### config.mk
export PLATFORM = sky130hd
export DESIGN_NAME = epi_unit
export DESIGN_NICKNAME = d
export VERILOG_FILES = /design/src/inc/epi_pkg.sv /design/src/rtl/epi_unit.sv
export SDC_FILE = /design/constraint.sdc
export NUM_CORES = 1
export LEC_CHECK = 0
export CAP_MARGIN = 20
export CORE_MARGIN = 3
export CORE_UTILIZATION = 62
export DETAILED_ROUTE_END_ITERATION = 10
export DONT_BUFFER_PORTS = 1
export PLACE_DENSITY_LB_ADDON = 0.1
export REMOVE_ABC_BUFFERS = 1
export SLEW_MARGIN = 0
export SYNTH_ARGS = -nofsm -noshare
export SYNTH_HDL_FRONTEND = slang
export SYNTH_SLANG_ARGS = --single-unit
### constraint.sdc
create_clock -name clk -period 2.5 [get_ports clk]
set_input_delay 0.375 -clock clk [delete_from_list [all_inputs] [get_ports clk]]
set_output_delay 0.375 -clock clk [all_outputs]
set_load 0.05 [all_outputs]
### src/inc/epi_pkg.sv
/*
  Package for the external pin interrupt unit: sense codes, vector addresses,
  reset values and the structs that carry request flags and per-source enables.
  Assumes a single 50 MHz clock domain and no register bus.
*/
package epi_pkg;

  localparam int EPI_CLK_MHZ = 50;
  localparam int EPI_CLK_PERIOD_NS = 20;

  // Sense-control codes per dedicated pin
  typedef enum logic [1:0] {
    EPI_SENSE_LOW = 2'h0,
    EPI_SENSE_ANY = 2'h1,
    EPI_SENSE_FALL = 2'h2,
    EPI_SENSE_RISE = 2'h3
  } epi_sense_e;

  // Vector word addresses on the larger memory variant
  localparam logic [15:0] EPI_VEC_NONE = 16'h0000;
  localparam logic [15:0] EPI_VEC_PIN_ZERO = 16'h0002;
  localparam logic [15:0] EPI_VEC_PIN_ONE = 16'h0004;
  localparam logic [15:0] EPI_VEC_LOWER_GRP = 16'h0006;
  localparam logic [15:0] EPI_VEC_UPPER_GRP = 16'h0008;

  // Field positions inside the sense-control register
  localparam int EPI_SENSE_ZERO_LSB = 0;
  localparam int EPI_SENSE_ONE_LSB = 2;

  localparam logic [3:0] EPI_SENSE_RST = 4'h0;
  localparam logic [7:0] EPI_MASK_RST = 8'h00;
  localparam logic [1:0] EPI_FLAG_RST = 2'h0;
  localparam logic [15:0] EPI_PINS_RST = 16'h0000;
  localparam logic [1:0] EPI_DED_RST = 2'h3;
  // Start-up period length from fuses, counted in clock cycles
  localparam logic [15:0] EPI_STARTUP_RST = 16'h0000;

  // Request flags: bit 0 for pin zero / lower group, bit 1 for pin one / upper group
  typedef struct packed {
    logic [1:0] dedicated;
    logic [1:0] change;
  } epi_flags_s;

  // Per-source enables
  typedef struct packed {
    logic [1:0] dedicated;
    logic [1:0] change;
  } epi_enables_s;

endpackage : epi_pkg

### src/rtl/epi_unit.sv
/*
  External pin interrupt unit: two dedicated interrupt pins with selectable
  sense and two masked groups of eight pin-change inputs, with request flags,
  vector selection and a wake signal.
  Assumes pins arrive asynchronously, the CPU acknowledges a taken vector
  with a one-cycle pulse, and a clock-control block supplies io_clk_en and
  the start-up timing from the fuses.
*/
`timescale 1ns/100ps
module epi_unit
  import epi_pkg::*;
(
  input wire logic clk, // System clock, 50 MHz
  input wire logic rstn, // Asynchronous reset, active low
  input wire logic io_clk_en, // High while the I/O clock runs
  input wire logic in_deep_sleep, // High in a sleep mode other than idle
  input wire logic [15:0] startup_cycles, // Start-up period from the fuses
  input wire logic [1:0] dedicated_irq_pins, // Dedicated pin levels, async
  input wire logic [15:0] pin_change_inputs, // Pin-change levels, async
  input wire logic [3:0] sense_control_reg, // Two sense fields, pin one high
  input wire logic [7:0] upper_change_mask, // Mask for inputs 15..8
  input wire logic [7:0] lower_change_mask, // Mask for inputs 7..0
  input wire epi_enables_s enables, // Per-source enables
  input wire logic global_irq_en, // CPU global interrupt enable
  input wire epi_flags_s flag_clear, // Firmware write-one-to-clear
  input wire logic vector_taken, // CPU took the presented vector
  output epi_flags_s flags, // Visible flag bits
  output logic [1:0] level_request, // Level-mode requests on dedicated pins
  output logic irq_pending, // An enabled request waits
  output logic [15:0] irq_vector, // Vector of highest priority request
  output logic wake // Wake request to the sleep controller
);

  logic [1:0] ded_meta_r, ded_meta_nxt;
  logic [1:0] ded_sync_r, ded_sync_nxt;
  logic [1:0] ded_prev_r, ded_prev_nxt;
  logic [15:0] pc_meta_r, pc_meta_nxt;
  logic [15:0] pc_sync_r, pc_sync_nxt;
  logic [15:0] pc_prev_r, pc_prev_nxt;
  epi_flags_s flag_r, flag_nxt;
  logic [1:0] lvl_r, lvl_nxt;
  logic pend_r, pend_nxt;
  logic [15:0] vec_r, vec_nxt;
  logic wake_r, wake_nxt;
  logic [15:0] su_cnt_r, su_cnt_nxt;
  logic [1:0] su_hold_r, su_hold_nxt;
  logic su_run_r, su_run_nxt;

  // True when the sense code asks for level detection
  function automatic logic is_level(input logic [1:0] code);
    is_level = (epi_sense_e'(code) == EPI_SENSE_LOW);
  endfunction : is_level

  // Edge event for one dedicated pin according to its sense code
  function automatic logic edge_hit(input logic [1:0] code, input logic cur,
                                    input logic prev);
    unique case (epi_sense_e'(code))
      EPI_SENSE_LOW: edge_hit = 1'b0;
      EPI_SENSE_ANY: edge_hit = cur ^ prev;
      EPI_SENSE_FALL: edge_hit = prev & ~cur;
      EPI_SENSE_RISE: edge_hit = ~prev & cur;
    endcase
  endfunction : edge_hit

  logic [1:0] sense [2];
  logic [1:0] edge_ev;
  logic [1:0] low_now;
  logic [1:0] pc_grp_ev;
  logic [15:0] pc_diff;
  logic [1:0] any_flag;

  always_comb begin
    sense[0] = sense_control_reg[EPI_SENSE_ZERO_LSB +: 2];
    sense[1] = sense_control_reg[EPI_SENSE_ONE_LSB +: 2];
    // Pins are read as levels regardless of direction, so driving them raises requests
    pc_diff = pc_sync_r ^ pc_prev_r;
    pc_grp_ev[1] = |(pc_diff[15:8] & upper_change_mask);
    pc_grp_ev[0] = |(pc_diff[7:0] & lower_change_mask);
    for (int i = 0; i < 2; i++) begin
      // Edges only recognised while the I/O clock runs
      edge_ev[i] = io_clk_en & ~in_deep_sleep &
                   edge_hit(sense[i], ded_sync_r[i], ded_prev_r[i]);
      low_now[i] = ~ded_sync_r[i];
    end
  end

  always_comb begin
    ded_meta_nxt = dedicated_irq_pins;
    ded_sync_nxt = ded_meta_r;
    // Always tracks, so an edge that falls while the I/O clock is off is lost
    ded_prev_nxt = ded_sync_r;
    pc_meta_nxt = pin_change_inputs;
    pc_sync_nxt = pc_meta_r;
    pc_prev_nxt = pc_sync_r;
    su_cnt_nxt = su_cnt_r;
    su_run_nxt = su_run_r;
    su_hold_nxt = su_hold_r;
    flag_nxt = flag_r;
    lvl_nxt = 2'h0;
    for (int i = 0; i < 2; i++) begin
      if (is_level(sense[i])) begin
        flag_nxt.dedicated[i] = 1'b0;
      end else begin
        if (flag_clear.dedicated[i]) begin
          flag_nxt.dedicated[i] = 1'b0;
        end
        if (edge_ev[i]) begin
          flag_nxt.dedicated[i] = 1'b1;
        end
      end
      if (flag_clear.change[i]) begin
        flag_nxt.change[i] = 1'b0;
      end
      if (pc_grp_ev[i]) begin
        flag_nxt.change[i] = 1'b1;
      end
    end
    // Start-up window after a deep-sleep wake: a low level must last through it
    if (wake_r && !su_run_r) begin
      su_run_nxt = 1'b1;
      su_cnt_nxt = startup_cycles;
      su_hold_nxt = 2'h3;
    end else if (su_run_r) begin
      su_hold_nxt = su_hold_r & low_now;
      if (su_cnt_r == 16'h0000) begin
        su_run_nxt = 1'b0;
      end else begin
        su_cnt_nxt = su_cnt_r - 16'h0001;
      end
    end
    for (int i = 0; i < 2; i++) begin
      // Level request held while low; none while asleep or during start-up
      lvl_nxt[i] = enables.dedicated[i] & is_level(sense[i]) & low_now[i] &
                   ~in_deep_sleep & ~su_run_r & su_hold_r[i];
    end
    if (!su_run_r && !wake_r) begin
      su_hold_nxt = 2'h3;
    end
    // Taken vector clears its source flag; a fresh event in that cycle still wins
    if (vector_taken) begin
      unique case (vec_r)
        EPI_VEC_PIN_ZERO: flag_nxt.dedicated[0] = edge_ev[0];
        EPI_VEC_PIN_ONE: flag_nxt.dedicated[1] = edge_ev[1];
        EPI_VEC_LOWER_GRP: flag_nxt.change[0] = pc_grp_ev[0];
        EPI_VEC_UPPER_GRP: flag_nxt.change[1] = pc_grp_ev[1];
        default: flag_nxt = flag_nxt;
      endcase
    end
  end

  always_comb begin
    any_flag[0] = (flag_r.dedicated[0] & enables.dedicated[0]) | lvl_r[0];
    any_flag[1] = (flag_r.dedicated[1] & enables.dedicated[1]) | lvl_r[1];
    pend_nxt = 1'b0;
    vec_nxt = EPI_VEC_NONE;
    if (global_irq_en && !vector_taken) begin
      // Fixed priority, lowest vector first
      if (any_flag[0]) begin
        pend_nxt = 1'b1;
        vec_nxt = EPI_VEC_PIN_ZERO;
      end else if (any_flag[1]) begin
        pend_nxt = 1'b1;
        vec_nxt = EPI_VEC_PIN_ONE;
      end else if (flag_r.change[0] && enables.change[0]) begin
        pend_nxt = 1'b1;
        vec_nxt = EPI_VEC_LOWER_GRP;
      end else if (flag_r.change[1] && enables.change[1]) begin
        pend_nxt = 1'b1;
        vec_nxt = EPI_VEC_UPPER_GRP;
      end
    end
    // Wake from synchronised pins: only the I/O clock stops, the core clock keeps running
    wake_nxt = in_deep_sleep &
               ((|(pc_grp_ev & enables.change)) |
                (|(flag_r.change & enables.change)) |
                (enables.dedicated[0] & is_level(sense[0]) & low_now[0]) |
                (enables.dedicated[1] & is_level(sense[1]) & low_now[1]));
  end

  always_ff @(posedge clk or negedge rstn) begin
    if (!rstn) begin
      ded_meta_r <= EPI_DED_RST;
      ded_sync_r <= EPI_DED_RST;
      ded_prev_r <= EPI_DED_RST;
      pc_meta_r <= EPI_PINS_RST;
      pc_sync_r <= EPI_PINS_RST;
      pc_prev_r <= EPI_PINS_RST;
      flag_r <= '0;
      lvl_r <= EPI_FLAG_RST;
      pend_r <= 1'b0;
      vec_r <= EPI_VEC_NONE;
      wake_r <= 1'b0;
      su_cnt_r <= EPI_STARTUP_RST;
      su_hold_r <= EPI_DED_RST;
      su_run_r <= 1'b0;
    end else begin
      ded_meta_r <= ded_meta_nxt;
      ded_sync_r <= ded_sync_nxt;
      ded_prev_r <= ded_prev_nxt;
      pc_meta_r <= pc_meta_nxt;
      pc_sync_r <= pc_sync_nxt;
      pc_prev_r <= pc_prev_nxt;
      flag_r <= flag_nxt;
      lvl_r <= lvl_nxt;
      pend_r <= pend_nxt;
      vec_r <= vec_nxt;
      wake_r <= wake_nxt;
      su_cnt_r <= su_cnt_nxt;
      su_hold_r <= su_hold_nxt;
      su_run_r <= su_run_nxt;
    end
  end

  assign flags = flag_r;
  assign level_request = lvl_r;
  assign irq_pending = pend_r;
  assign irq_vector = vec_r;
  assign wake = wake_r;

endmodule : epi_unit

Word level (Yosys, flattened, before mapping)
Index checks and enable logic that the tools add are counted.
{ "classes": {"add_sub_neg": 1, "n_eq_ne": 11, "mux": 36, "n_bitwise": 39, "reduce_logical": 18} }
{ "ops": {"columns": ["op", "n"], "rows": [
  ["two-way mux 16 bit", 3],
  ["equality test 16 x 3 -> 1 bit, second input constant", 2],
  ["two-way mux 4 bit", 6],
  ["two-way mux 1 bit", 22],
  ["AND 1 bit", 20],
  ["AND 8 bit", 2],
  ["equality test 16 x 2 -> 1 bit, second input constant", 1],
  ["equality test 16 x 4 -> 1 bit, second input constant", 1],
  ["logical NOT 16 bit", 1],
  ["OR reduction 8 bit", 2],
  ["subtractor 16 x 1 -> 16 bit, second input constant", 1],
  ["bitwise XOR 16 bit", 1],
  ["equality test 2 bit, second input constant", 4],
  ["case mux 1 bit (4 select lines)", 2],
  ["AND 2 bit", 3],
  ["two-way mux 2 bit", 3],
  ["inverter 1 bit", 6],
  ["logical AND 1 bit", 5],
  ["OR 1 bit", 5],
  ["equality test 2 x 1 -> 1 bit, second input constant", 2],
  ["logical NOT 2 bit", 2],
  ["OR reduction 2 bit", 2],
  ["logical NOT 1 bit", 3],
  ["nonzero test 3 bit", 1],
  ["other kinds (4)", 5]
]} }
{ "word_totals": {"ff_bits": 97, "input_bits": 68, "output_inout_bits": 24, "wordCells": 120} }

Longest topological paths before layout
{ "depth": {"ltp_word": 9, "ltp_mapped": 8, "ltp_nobuf": 7} }

Worst setup path before layout
No wires, ideal clock.
{ "synth_timing": {"path_type": "register to register", "start": "register su_cnt_r[0]", "end": "register su_cnt_r[1]", "setup_ns": 0.074, "t_arrival_ns": 1.969, "t_required_ns": 2.426, "slack_ns": 0.457, "path_stages_with_launch": 9, "path_buffers": 1, "period_less_slack_ns": 2.043, "path_cell_list": "dfrtp_1 inv_1 ha_1 or4b_4 nor4_4 buf_6 nand2_4 mux2_4 a21oi_2"} }
{ "synth_via": {"elab_chain_len": 4, "elab_cells_between_ends": 7, "cone_classes": "add/sub: 1; eq/ne: 1; mux: 3; reduce/logical: 2"} }
{ "synth_lines": {"columns": ["element", "line", "text"], "rows": [
  ["from (decl)", "epi_unit.sv:45", "logic [15:0] su_cnt_r, su_cnt_nxt;"],
  ["from (signal assigned)", "epi_unit.sv:208", "su_cnt_r <= su_cnt_nxt;"],
  ["subtractor 16 x 1 -> 16 bit", "epi_unit.sv:128", "su_cnt_nxt = su_cnt_r - 16'h0001;"],
  ["two-way mux 16 bit", "epi_unit.sv:125", "if (su_cnt_r == 16'h0000) begin"],
  ["two-way mux 16 bit", "epi_unit.sv:123", "end else if (su_run_r) begin"],
  ["two-way mux 16 bit", "epi_unit.sv:119", "if (wake_r && !su_run_r) begin"]
]} }
Several ways; a longest one is shown, not always the timed one. The select of a mux whose other input is x is not followed.
A chain may end at the register's enable or synchronous reset.

Final worst setup path
{ "layout_timing": {"start": "register su_cnt_r[1]", "end": "register su_cnt_r[1]"} }
The elaborated chain is that of the path after synthesis.

==> results_dict.tcl <==
set metrics [dict create \
    grt_pass1_wl_mm 9.76 \
    routabilityCongestion 0.871 \
    peakVddDrop_mv 0.622 \
    die-area_um2 6360 \
    final_nets 361 \
    hp-start "pin_change_inputs[12]" \
    status "finished, final reports clean" \
    relSlewSlack_pct 58.3 \
    grt_overflow 0 \
    reg2reg_slack_ns 0.33 \
    finalHoldViolations 0 \
    final_cells 362 \
    firstDrtPassIters 6 \
    holdPathStages 0 \
    ys_top_cells_by_area "dfrtp_1 56%, dfstp_2 6.2%, xor2_1 4.4%" \
    grt_start_max_net_pins 85 \
    finalClockSkew_ns 0.0123 \
    die_x_um 79.7 \
    drtIter0Drc 96 \
    h-tree-depth 3 \
    endpoint_kind "register" \
    cts_sinks 84 \
    worstPathArrival_ns 2.45 \
    wl_mm 6.00 \
    hpwl_mm 4.17 \
    final.period_utilization_pct 86.6 \
    netlist_instances 273 \
    syn-cell-area_um2 3370 \
    p_leak_nw 1.59 \
    postSynthAreaPerCell_um2 12.4 \
    startpoint_type "register" \
    row_count 26 \
    fp.dieH_um 79.7 \
    path_class "reg2reg" \
    core_um2 5170 \
    area_growth_pct 8.72 \
    num_antenna_cells 0 \
    cts_root_buffer "clkbuf_8" \
    register_area_um2 2110 \
    wl_per_cell_um 16.6 \
    ys_warn_count 0 \
    insertion_delay_ns 0.35 \
    track_usage_pct 21.1 \
    reg2reg_from "su_cnt_r[1]$_DFFE_PN0P_" \
    r2r_cells 8 \
    ioPinCount 92 \
    path_max_fanout 11 \
    synth_top_area_share_pct 56.4 \
    dp_cells 342 \
    ys_ff_latch 84 \
    synth_top_area_cell "dfrtp_1" \
    clockBufferDepth 2 \
    post-place-ws_ns 0.356 \
    synth_edf_count 0 \
    setup_viol 0 \
    initial_core_util_pct 65.2 \
    postLayoutSetupSlackWorst_ns 0.334 \
    clkTransAtPathRegs_ns 0.09 \
    fmax_mhz 462 \
    post_cts_buffers 0 \
    postRouteAntennaNets 0 \
    ctsHoldBuffers 3 \
    worstPathRequired_ns 2.78 \
    finalCriticalPeriod_ns 2.17 \
    netlist-cell-type-count 52 \
    power_density_nw_per_um2 898 \
    synth_commonest_cells "76 x dfrtp_1, 22 x nand2_1, 17 x xor2_1, 14 x a21oi_1, 13 x buf_4" \
    io_buffer_count 0 \
    drv_slew 0 \
    worst_pin_slew_ns 0.625 \
    max-cap-violations 0 \
    cts_resized 0 \
    drive_gt1_share_pct 13.4 \
    async_flop_share_pct 100 \
    viasPerCell 5.55 \
    n_fill_cell 355 \
    fin_setup_tns_ns 0 \
    min_to "pc_meta_r[12]$_DFF_PN0_" \
    grt_setup_unrepaired "false" \
    multiInputGateArea_um2 1150 \
    r2r-end "su_cnt_r[1]$_DFFE_PN0P_" \
    synth_most_common_cell "dfrtp_1" \
    grt_pass1_vias 2021 \
    hold_class "in2reg" \
    cts_tree "built" \
    ys_seq_area_share_pct 62.6 \
    dr_total_vias 2010 \
    synth_ff_type "dfrtp_1" \
    numCtsBuffers 9 \
    drc 0 \
    antenna_found_initial 0 \
]
[routing by layer]
layer / up-vias / GRT usage (%) / part of all wire (%)
li1: 962 / - / -
met1: 974 / 26.1 / 43
met2: 66 / 33.4 / 49
met3: 8 / 7.67 / 6.6
met4: 0 / 9.12 / 1.6
met5: - / 0 / 0
[worst max-delay path, cell delays in order, from the launching register on]
cell	delay [ns]
dfrtp_1	0.39
inv_1	0.12
ha_1	0.15
or4b_4	0.48
nor4_4	0.22
buf_4	0.22
nand2_4	0.08
mux2_4	0.30
a21oi_2	0.13
[final cells by class]
cell class | instances | share of cell area [%]
Clock buffer | 11 | 4.13
Clock inverter | 5 | 1.16
Inverter | 10 | 1.02
Multi-Input combinational cell | 174 | 31.3
Sequential cell | 84 | 57.6
Tap cell | 70 | 2.39
Timing Repair Buffer | 8 | 2.39
[power breakdown]
group | leakage [nW] | total, mW | internal [mW] | switching (mW)
clock | 0.0969 | 0.917 | 0.428 | 0.489
combinational | 0.516 | 0.593 | 0.276 | 0.317
sequential | 0.978 | 1.78 | 1.57 | 0.217
total | 1.59 | 3.29 | 2.27 | 1.02
[through the flow]
stage                     hold WS, ns  total power, mW  instance area (um2)  util, %
after floorplan                0.0794             2.22                 3300        -
after global placement         0.0813             2.33                 3410     66.0
after detailed placement       0.0816             2.36                 3410     66.0
after CTS                     0.00176             3.33                 3660     70.7
after global routing          0.00507             3.49                 3670     70.9
final                          0.0423             3.29                 3670     70.9
[sequential cells by signal (all words and copies together) (netlist names)]
signal	flops
pc_prev_r	16
su_run_r	1
irq_pending	1
level_request	2
pc_meta_r	16
ded_meta_r	2
wake	1
su_cnt_r	16
flags	4
pc_prev_nxt	16
ded_prev_r	2
su_hold_r	2
ded_prev_nxt	2
irq_vector	3
[how the worst max path moves through the flow]
stage / startpoint / endpoint / slack (ns) / depth (start not counted)
after floorplan: su_cnt_r[0]$_DFFE_PN0P_ / su_cnt_r[5]$_DFFE_PN0P_ / 0.30 / 7
after detailed placement: su_cnt_r[1]$_DFFE_PN0P_ / su_cnt_r[1]$_DFFE_PN0P_ / 0.36 / 8
after global placement: su_cnt_r[0]$_DFFE_PN0P_ / su_cnt_r[1]$_DFFE_PN0P_ / 0.43 / 8
final: su_cnt_r[1]$_DFFE_PN0P_ / su_cnt_r[1]$_DFFE_PN0P_ / 0.33 / 8
after CTS: su_cnt_r[1]$_DFFE_PN0P_ / su_cnt_r[1]$_DFFE_PN0P_ / 0.33 / 8
after global routing: su_cnt_r[1]$_DFFE_PN0P_ / su_cnt_r[1]$_DFFE_PN0P_ / 0.22 / 8
[cells by family after synthesis]
logic type,share of synthesized area (%)
AOI/OAI and AO/OA,10.6
and+or+nand+nor,12.5
DFF,62.6
other,0.111
adders and majority gates,2.23
xor gates and xnor gates,6.49
muxes,0.742
buffers and inverters,4.68
[cells in the final DEF, fill, tap and decap left out, types with 9 or more instances in the layout]
cell / instances
dfrtp_1: 76
nand2_1: 22
xor2_1: 17
a21oi_1: 14
conb_1: 13
nor2_1: 12
clkbuf_8: 11
inv_1: 10
a22oi_1: 9
No activity file was read; power rests on OpenSTA's default activity.
